===== config.mk =====
export PLATFORM = sky130hd
export DESIGN_NAME = qdl_serial_port
export DESIGN_NICKNAME = d
export VERILOG_FILES = /design/src/qdl_pkg.sv /design/src/qdl_pins_if.sv /design/src/qdl_pin_sync.sv /design/src/qdl_serial_port.sv
export SDC_FILE = /design/constraint.sdc
export NUM_CORES = 1
export LEC_CHECK = 0
export BUFFER_PORTS_ARGS = -buffer_cell sky130_fd_sc_hd__buf_2
export CAP_MARGIN = 10
export CORE_ASPECT_RATIO = 1.1
export CORE_MARGIN = 1
export CORE_UTILIZATION = 45
export DETAILED_ROUTE_END_ITERATION = 10
export HOLD_SLACK_MARGIN = 0.1
export PLACE_DENSITY = 0.74
export SYNTH_ARGS = -nofsm -noshare
export SYNTH_HDL_FRONTEND = slang
export SYNTH_SLANG_ARGS = --single-unit

===== constraint.sdc =====
create_clock -name ref_clk_i -period 7.3 [get_ports ref_clk_i]
set_input_delay 0.73 -clock ref_clk_i [delete_from_list [all_inputs] [get_ports ref_clk_i]]
set_output_delay 0.73 -clock ref_clk_i [all_outputs]
set_load 0.02 [all_outputs]

===== src/qdl_pkg.sv =====
/*
 * qdl_pkg: constants shared by the quad converter serial load port.
 * Assumes: a single 250 MHz reference clock samples every pin.
 */
package qdl_pkg;
   // frame layout, most significant bit first
   localparam int FRAME_BITS   = 16;
   localparam int VALUE_BITS   = 12;
   localparam int CHANNELS     = 4;
   localparam int ADDR_MSB     = 15;
   localparam int ADDR_LSB     = 14;
   localparam int CMD_MSB      = 13;
   localparam int CMD_LSB      = 12;
   localparam int VALUE_MSB    = 11;
   localparam int VALUE_LSB    = 0;

   // command_bits encodings
   localparam logic [1:0] CMD_LOAD_INPUT = 2'h0;  // input register only
   localparam logic [1:0] CMD_LOAD_BOTH  = 2'h1;  // input and converter register
   localparam logic [1:0] CMD_UPDATE_ALL = 2'h2;  // all converter regs from inputs
   localparam logic [1:0] CMD_OUT_EDGE   = 2'h3;  // address bit 1 picks output edge

   // pin bundle positions on the synchroniser
   localparam int PIN_COUNT    = 4;
   localparam int PIN_SCLK     = 0;
   localparam int PIN_SEL_N    = 1;
   localparam int PIN_SIN      = 2;
   localparam int PIN_LOAD_N   = 3;

   // reset values
   localparam logic [FRAME_BITS-1:0] SHIFT_RESET = 16'h0000;
   localparam logic [VALUE_BITS-1:0] VALUE_RESET = 12'h000;
   localparam logic                  SOUT_IDLE   = 1'b1;
   localparam logic                  EDGE_RESET  = 1'b0;  // falling-edge output
   localparam logic [PIN_COUNT-1:0]  PIN_RESET   = 4'hA;  // selects and strobe idle high
endpackage


===== src/qdl_pins_if.sv =====
/*
 * qdl_pins_if: synchronised pin levels and their edge pulses.
 * Assumes: driver and reader share one clock.
 */
`timescale 1ns/100ps
`default_nettype none
interface qdl_pins_if #(parameter int N = 4);
   logic [N-1:0] lvl;   // synchronised level
   logic [N-1:0] rise;  // one-cycle pulse on rising edge
   logic [N-1:0] fall;  // one-cycle pulse on falling edge
   modport src (output lvl, output rise, output fall);
   modport dst (input lvl, input rise, input fall);
endinterface
`default_nettype wire


===== src/qdl_pin_sync.sv =====
/*
 * qdl_pin_sync: two-stage synchroniser and edge finder for the port pins.
 * Assumes: pins are asynchronous to ref_clk_i and far slower than it.
 */
`timescale 1ns/100ps
`default_nettype none
module qdl_pin_sync
   import qdl_pkg::*;
#(
   parameter int                N         = PIN_COUNT,
   parameter logic [N-1:0]      IDLE_LVL  = PIN_RESET
) (
   // clock and reset
   input  wire logic         ref_clk_i,
   input  wire logic         reset_i,
   // raw pins
   input  wire logic [N-1:0] pins_i,
   // synchronised bundle
   qdl_pins_if.src           sync_o
);
   typedef struct packed {
      logic [N-1:0] meta;  // first stage, read only by second stage
      logic [N-1:0] stab;
      logic [N-1:0] prev;
   } qdl_sync_t;

   qdl_sync_t state_reg;
   qdl_sync_t state_next;

   ////////////////////////////////////////////////////////////////////////////
   // next state: shift through the stages
   always_comb begin
      state_next      = state_reg;
      state_next.meta = pins_i;
      state_next.stab = state_reg.meta;
      state_next.prev = state_reg.stab;
   end

   // idle levels at reset avoid a false select edge after release
   always_ff @(posedge ref_clk_i or posedge reset_i) begin
      if (reset_i) begin
         state_reg <= '{meta: IDLE_LVL, stab: IDLE_LVL, prev: IDLE_LVL};
      end else begin
         state_reg <= state_next;
      end
   end

   ////////////////////////////////////////////////////////////////////////////
   // edges compare the stable stage with its own delayed copy
   assign sync_o.lvl  = state_reg.stab;
   assign sync_o.rise = state_reg.stab & ~state_reg.prev;
   assign sync_o.fall = ~state_reg.stab & state_reg.prev;
endmodule
`default_nettype wire


===== src/qdl_serial_port.sv =====
/*
 * qdl_serial_port: serial load port of a four-channel 12-bit converter.
 * Assumes: shift clock, select, serial input and load strobe are pins from
 * an external master; ref_clk_i oversamples them (link period >= 80 ns).
 */
`timescale 1ns/100ps
`default_nettype none
// Functional notes
// each rising shift clock edge with select low shifts serial_in into the 16-bit register.
// shifting and the serial output are enabled only while select is low.
// the select rising edge commits the frame to the registers it addresses.
// a low load strobe copies every input register into its converter register.
// serial_out presents the bit leaving the far end of the shift register.
// with select high serial_out is held high.
// in falling-edge setting serial_out advances on each falling shift clock edge.
// in rising-edge setting serial_out advances on each rising shift clock edge.
// a frame is two address bits, two command bits, then a 12-bit value, msb first.
// the master sends 16 bits msb first and holds select low until all are shifted.
// the address and command code also picks the serial output edge.
// with the load strobe held low converter registers are transparent.
// with select high shift clock edges are ignored and all registers hold unless the load strobe is low.
module qdl_serial_port
   import qdl_pkg::*;
(
   // clock and reset
   input  wire logic                                ref_clk_i,
   input  wire logic                                reset_i,
   // serial link pins
   input  wire logic                                shift_clk_i,
   input  wire logic                                select_n_i,
   input  wire logic                                serial_in_i,
   input  wire logic                                load_all_strobe_n_i,
   output logic                                     serial_out_o,
   // converter register contents, channel 0 in the low bits
   output logic [CHANNELS-1:0][VALUE_BITS-1:0]      converter_value_o,
   output logic                                     out_on_rise_o
);
   typedef struct packed {
      logic [FRAME_BITS-1:0]                 shift;
      logic                                  sout;
      logic                                  out_on_rise;
      logic [CHANNELS-1:0][VALUE_BITS-1:0]   input_val;
      logic [CHANNELS-1:0][VALUE_BITS-1:0]   conv_val;
   } qdl_state_t;

   qdl_state_t state_reg;
   qdl_state_t state_next;

   ////////////////////////////////////////////////////////////////////////////
   // pin synchronisation, two flops before any logic
   qdl_pins_if #(.N(PIN_COUNT)) pins ();

   qdl_pin_sync #(
      .N        (PIN_COUNT),
      .IDLE_LVL (PIN_RESET)
   ) u_sync (
      .ref_clk_i (ref_clk_i),
      .reset_i   (reset_i),
      .pins_i    ({load_all_strobe_n_i, serial_in_i, select_n_i, shift_clk_i}),
      .sync_o    (pins)
   );

   logic       sel_low;
   logic       sel_rise;
   logic       sel_fall;
   logic       sck_rise;
   logic       sck_fall;
   logic       sin;
   logic       load_low;
   logic [1:0] f_addr;
   logic [1:0] f_cmd;
   logic [VALUE_BITS-1:0] f_val;

   assign sel_low  = ~pins.lvl[PIN_SEL_N];
   assign sel_rise = pins.rise[PIN_SEL_N];
   assign sel_fall = pins.fall[PIN_SEL_N];
   assign sck_rise = pins.rise[PIN_SCLK];
   assign sck_fall = pins.fall[PIN_SCLK];
   assign sin      = pins.lvl[PIN_SIN];
   assign load_low = ~pins.lvl[PIN_LOAD_N];

   // frame field split
   assign f_addr = state_reg.shift[ADDR_MSB:ADDR_LSB];
   assign f_cmd  = state_reg.shift[CMD_MSB:CMD_LSB];
   assign f_val  = state_reg.shift[VALUE_MSB:VALUE_LSB];

   ////////////////////////////////////////////////////////////////////////////
   // next state
   always_comb begin
      state_next = state_reg;
      if (sel_low) begin
         // shift on rising edge
         if (sck_rise) begin
            state_next.shift = {state_reg.shift[FRAME_BITS-2:0], sin};
            // rising-edge output advance
            if (state_reg.out_on_rise) begin
               state_next.sout = state_reg.shift[FRAME_BITS-2];
            end
         end
         // falling-edge output advance
         if (sck_fall && !state_reg.out_on_rise) begin
            state_next.sout = state_reg.shift[FRAME_BITS-1];
         end
         // far end shown as soon as select enables the output
         if (sel_fall) begin
            state_next.sout = state_reg.shift[FRAME_BITS-1];
         end
      end else begin
         // output disabled and held high
         state_next.sout = SOUT_IDLE;
      end
      // commit on select rising edge; otherwise registers hold
      if (sel_rise) begin
         case (f_cmd)
            CMD_LOAD_INPUT: begin
               state_next.input_val[f_addr] = f_val;
            end
            CMD_LOAD_BOTH: begin
               state_next.input_val[f_addr] = f_val;
               state_next.conv_val[f_addr]  = f_val;
            end
            CMD_UPDATE_ALL: begin
               state_next.conv_val = state_reg.input_val;
            end
            default: begin
               // edge setting from the address field
               state_next.out_on_rise = f_addr[1];
            end
         endcase
      end
      // strobe low copies all; placed last so a commit passes through
      if (load_low) begin
         state_next.conv_val = state_next.input_val;
      end
   end

   // registered state, reset to idle values
   always_ff @(posedge ref_clk_i or posedge reset_i) begin
      if (reset_i) begin
         state_reg <= '{shift:       SHIFT_RESET,
                        sout:        SOUT_IDLE,
                        out_on_rise: EDGE_RESET,
                        input_val:   {CHANNELS{VALUE_RESET}},
                        conv_val:    {CHANNELS{VALUE_RESET}}};
      end else begin
         state_reg <= state_next;
      end
   end

   ////////////////////////////////////////////////////////////////////////////
   // outputs straight from flops
   assign serial_out_o      = state_reg.sout;
   assign converter_value_o = state_reg.conv_val;
   assign out_on_rise_o     = state_reg.out_on_rise;
endmodule
`default_nettype wire


Yosys cells after proc, flatten, opt, wreduce, memory -nomap -nowiden
Cells that the tools add are included.
{"block": "word_totals", "register_bits": 124, "inputBits": 6, "output_inout_bits": 50, "word_cells": 51}
{"block": "classes", "order_cmp": 2, "eq_ne": 4, "muxes": 13, "bitwise_logic": 6, "reduce_logical": 12}
{"cell": "$bwmux W48", "n": 2}
{"cell": "$mux W48", "n": 2}
{"cell": "$mux W96", "n": 1}
{"cell": "$pmux W48 S2", "n": 1}
{"cell": "$demux W12 S2", "n": 1}
{"cell": "$mux W12", "n": 1}
{"cell": "$reduce_and A2 Y1", "n": 4}
{"cell": "$reduce_bool A4 Y1", "n": 2}
{"cell": "$mux W1", "n": 5}
{"cell": "$and A2 B2 Y2", "n": 2}
{"cell": "$not A2 Y2", "n": 2}
{"cell": "$lt A2 B3 Y1 const B", "n": 1}
{"cell": "$ne A3 B3 Y1 const B", "n": 1}
{"cell": "$reduce_or A3 Y1", "n": 1}
{"cell": "$eq A2 B1 Y1 const B", "n": 1}
{"cell": "$eq A2 B2 Y1 const B", "n": 1}
{"cell": "$ge A2 B1 Y1 const B", "n": 1}
{"cell": "$logic_and A1 B1 Y1", "n": 2}
{"cell": "$logic_not A2 Y1", "n": 1}
{"cell": "$ne A2 B2 Y1 const B", "n": 1}
{"cell": "$not A1 Y1", "n": 2}
{"cell": "$reduce_or A2 Y1", "n": 1}
{"cell": "$logic_not A1 Y1", "n": 1}

Logic depth before layout (Yosys ltp)
{"block": "logic_depth", "word_depth": 8, "mapped_depth": 9}

Hierarchy
Synthesis repeated with hierarchy kept, for this count alone.
{"block": "unflattened", "hier_cells": 510, "area_unflattened_um2": 6152.2}
{"mod": "qdl_serial_port", "instances": 1, "cells_each": 485, "area_per_inst_um2": 5740.5}
{"mod": "qdl_pin_sync", "instances": 1, "cells_each": 25, "area_per_inst_um2": 411.6}

Worst setup path before layout
No wires, ideal clock.
{"block": "synth_timing", "path_type": "reg-to-reg", "start": "reg u_sync.state_reg (netlist bit u_sync.sync_o.lvl[1])", "end": "reg state_reg (netlist bit converter_value_o[1])", "setup_ns": 0.126, "t_arrival_ns": 1.775, "slack_ns": 5.399, "stages_incl_launch_ff": 6, "path_buffers": 1, "path_cell_list": "dfstp_2 nand2b_4 nor4_4 buf_6 mux2_4 a221o_1"}
{"item": "from (decl)", "line_no": "qdl_pin_sync.sv:27", "rtl": "qdl_sync_t state_reg;"}
{"item": "from (signal assigned)", "line_no": "qdl_pin_sync.sv:42", "rtl": "state_reg <= '{meta: IDLE_LVL, stab: IDLE_LVL, prev: IDLE_LVL};"}
{"item": "from (signal assigned)", "line_no": "qdl_pin_sync.sv:44", "rtl": "state_reg <= state_next;"}
{"item": "to (signal assigned)", "line_no": "qdl_serial_port.sv:140", "rtl": "state_reg <= '{shift: SHIFT_RESET,"}
{"item": "to (signal assigned)", "line_no": "qdl_serial_port.sv:146", "rtl": "state_reg <= state_next;"}
{"item": "to (decl)", "line_no": "qdl_serial_port.sv:46", "rtl": "qdl_state_t state_reg;"}

==> key figures <==
Place
  • Post-DP HPWL: ~8.8 mm
  • IO buf count: 55
  • Routability cong.: approximately 0.79
  • Post-DP Area: ~6000 um^2

Finish
  • Area grow syn2layout: 10.04%
  • Fillers: 1179
  • Final #Nets: 520
  • Fraction of layout cells with a size suffix above 1: between 20% and 30%
  • Multi-input logic area: 2455 um^2
  • Register area: 3110 um^2
  • Ant diodes: 0
  • Final Util: between 50% and 60%
  • Design area: 6774 um^2

Route
  • Routed Antenna Nets: 0
  • Post-DR vias/cell: just under 6
  • Drt first pass iters: 5
  • Total routed wirelength: between 15 and 20 mm
  • WL per Instance: roughly 21 um
  • Vias: roughly 4.2k
  • Iteration-0 DRC Markers: 349
  • # DRC: 0

Worst setup path
  • Setup CP Type: flop to flop
  • Crit-path cells: nand2b_1 -> nor3_2 -> mux2_2 -> a21bo_1
  • CP max-delay cell: nor3_2
  • Crit. End Element: flop
  • Worst Path Max Fanout: 22
  • CP startpoint kind: flop
  • Arrival @ worst endpoint: ~3.3 ns
  • Slowest stage delay, CP: between 0.9 and 1 ns
  • Req. time, crit path: about 7.6 ns

STA
  • Final worst-path cycle share: between 40% and 50%
  • Tmin final: around 3.0 ns
  • Layout Skew: between 0.008 and 0.009 ns
  • Setup TNS: 0 ns
  • Fin. Hold Viols: 0
  • Count of pins over their slew limit: 0
  • Rel. slew slack: between 20% and 30%
  • RSZ-0062 raised after global routing: no
  • Endpoints failing setup: 0
  • Achievable Freq: 0.3301 GHz
  • Slew at the pin with the worst max-slew slack: between 1 and 1.5 ns

Power
  • VDD IR max: about 0.18 mV
  • Sw Ratio: approximately 26%
  • Leakage Power: around 3.5 nW
  • Gate power share: 11.5%
  • Internal Power: ~0.0015 W
  • Switch Pwr: about 0.00052 W
  • Sequential share of power: between 40% and 50%
  • Clock network power share: between 40 and 50%
  • Pwr per Cell Area: approximately 300 nW/um^2

Global routing
  • Grt total ovfl: 0
  • Vias in the first global route: approximately 4.2k
  • Initial antenna violation count: 0
  • Gr usage total: 22.26%
  • Largest net degree at the start of global routing: 78
  • First-pass GRT wire length: approximately 24 mm

Yosys
  • Syn nets: 530
  • #FFs+latches synth: ~120
  • Synthesis warning total: 0
  • Mapped Cells: 520
  • Most common cell in the netlist: dfrtp_1
  • Synth top area share: ~48%
  • Syn_area_per_cell: ~12 um^2
  • Cell taking the most area after synthesis: dfrtp_1
  • Yosys cell types: 39
  • Post-Syn Area: between 6000 and 7000 um^2
  • Synth area leaders: dfrtp_1, buf_4, mux2_2
  • Top FF cell, synth: dfrtp_1
  • Synth cell count leaders: dfrtp_1, buf_4, nand2_1, o21ai_0, mux2_2
  • Async SR Flop Fraction: 100.0%
  • Post-synth EDFFs: 0
  • Register area share after synthesis: 50.53%

CTS
  • Post-CTS Setup Bufs: 0
  • Root Driver: clkbuf_16
  • CTS tree: done
  • CTS Buf Count: 17
  • CTS H-Tree Depth: 4
  • Worst skew pair latency: between 0.4 and 0.5 ns
  • Clk pin slew, worst setup/hold paths: roughly 0.050 ns
  • Clock buffer depth: 2
  • Post-CTS sizing: 0
  • Clk sinks: approximately 120
  • Hold Buf Count CTS: 0

Floorplanning
  • Core ar.: approximately 13000 um^2
  • Die height: about 120 um
  • Horiz. Die Dim: 113.5 um
  • Initial Util: roughly 46%
  • I/O pin cnt: 56
  • Die Area: around 14000 um^2
  • Num rows: 44

Flow run
  • Max cap viols: 0

Hold path
  • Hold/Removal Path Class: flop to flop

Run status
  • Outcome: finished, final reports clean
==> power groups by stage <==
stage	clock network, W	registers (W)	logic (W)
after floorplan	0	0.000805	0.000185
after global placement	0	0.000849	0.000221
after detailed placement	0	0.000850	0.000227
after CTS	0.000942	0.000840	0.000228
after global routing	0.000970	0.000850	0.000243
final	0.000931	0.000845	0.000231
==> worst paths after layout <==
check / from / end / slack [ns] / cells after the start
worst min-delay path: u_sync.state_next[6]$_DFF_PP0_ / u_sync.sync_o.lvl[2]$_DFF_PP0_ / 0.35 / 0
min in group asynchronous: reset_i / u_sync.state_next[6]$_DFF_PP0_ / 0.38 / 2
max in group asynchronous: reset_i / state_reg[85]$_DFF_PP0_ / 5.49 / 3
worst max register to register: f_addr[0]$_DFFE_PP0P_ / converter_value_o[12]$_DFFE_PP0P_ / 4.27 / 4
worst min register to register: u_sync.state_next[6]$_DFF_PP0_ / u_sync.sync_o.lvl[2]$_DFF_PP0_ / 0.35 / 0
worst max-delay path: f_addr[0]$_DFFE_PP0P_ / converter_value_o[12]$_DFFE_PP0P_ / 4.27 / 4
==> cell type report <==
type | count | area share [%]
Multi-Input combinational cell | 303 | 36.24
Clock buffer | 24 | 7.259
Clock inverter | 7 | 2.364
Sequential cell | 124 | 45.92
Timing Repair Buffer | 59 | 4.507
Inverter | 5 | 0.3140
Tap cell | 184 | 3.399
==> critical path: cells and delay by family (launching register included) <==
kind            cells  cell delay, ns
compound gates      1            0.20
flops               1            0.85
mux                 1            0.43
simple gates        2            1.44
==> logic make-up (layout without fill, tap and decap cells) <==
logic type / after synthesis / in the layout / share of synthesized area (%)
buffers and inverters: 93 / 95 / 9.716
flip-flops: 124 / 124 / 50.53
AO/OA/AOI/OAI: 129 / 129 / 16.46
adder cells (fa/ha/maj): 4 / 4 / 0.8130
multiplexers: 64 / 64 / 12.85
AND/OR/NAND/NOR: 106 / 106 / 9.634
==> metrics by stage <==
stage | cells | setup WS, ns | hold WS (ns) | total power [W]
2_1_floorplan | 520 | 3.281 | 0.3312 | 0.0009899
3_3_place_gp | 675 | 4.402 | 0.3336 | 0.001070
3_5_place_dp | 675 | 4.296 | 0.3370 | 0.001077
4_1_cts | 706 | 4.319 | 0.3486 | 0.002011
5_1_grt | 706 | 4.079 | 0.3610 | 0.002064
6_report | 706 | 4.271 | 0.3465 | 0.002007
==> cell usage in the layout, fill, tap and decap left out, types with 2 or more instances in the layout <==
cell type / n
dfrtp_1: 118
buf_2: 55
nand2_1: 50
o21ai_0: 38
mux2_2: 32
a32oi_1: 24
a21bo_1: 23
and3_1: 23
a221o_1: 23
mux2_4: 19
clkbuf_16: 17
nand2b_1: 14
mux2_1: 12
o31ai_1: 12
dfstp_2: 6
bufinv_16: 5
o21ai_1: 4
clkbuf_8: 4
buf_4: 4
inv_1: 3
nand3b_1: 3
ha_1: 3
clkbuf_1: 3
nor3_2: 2
nor2b_1: 2
nor2_1: 2
clkinv_2: 2
==> routing by layer <==
metal / vias to the layer above / track usage, % / routed length (um)
li1: 1813 / - / -
met4: 0 / 11.15 / 433
met3: 37 / 5.791 / 939
met2: 192 / 33.72 / 7145
met5: - / 0 / 0
met1: 2116 / 29.42 / 6487
Power figures use the tool's default switching activity.
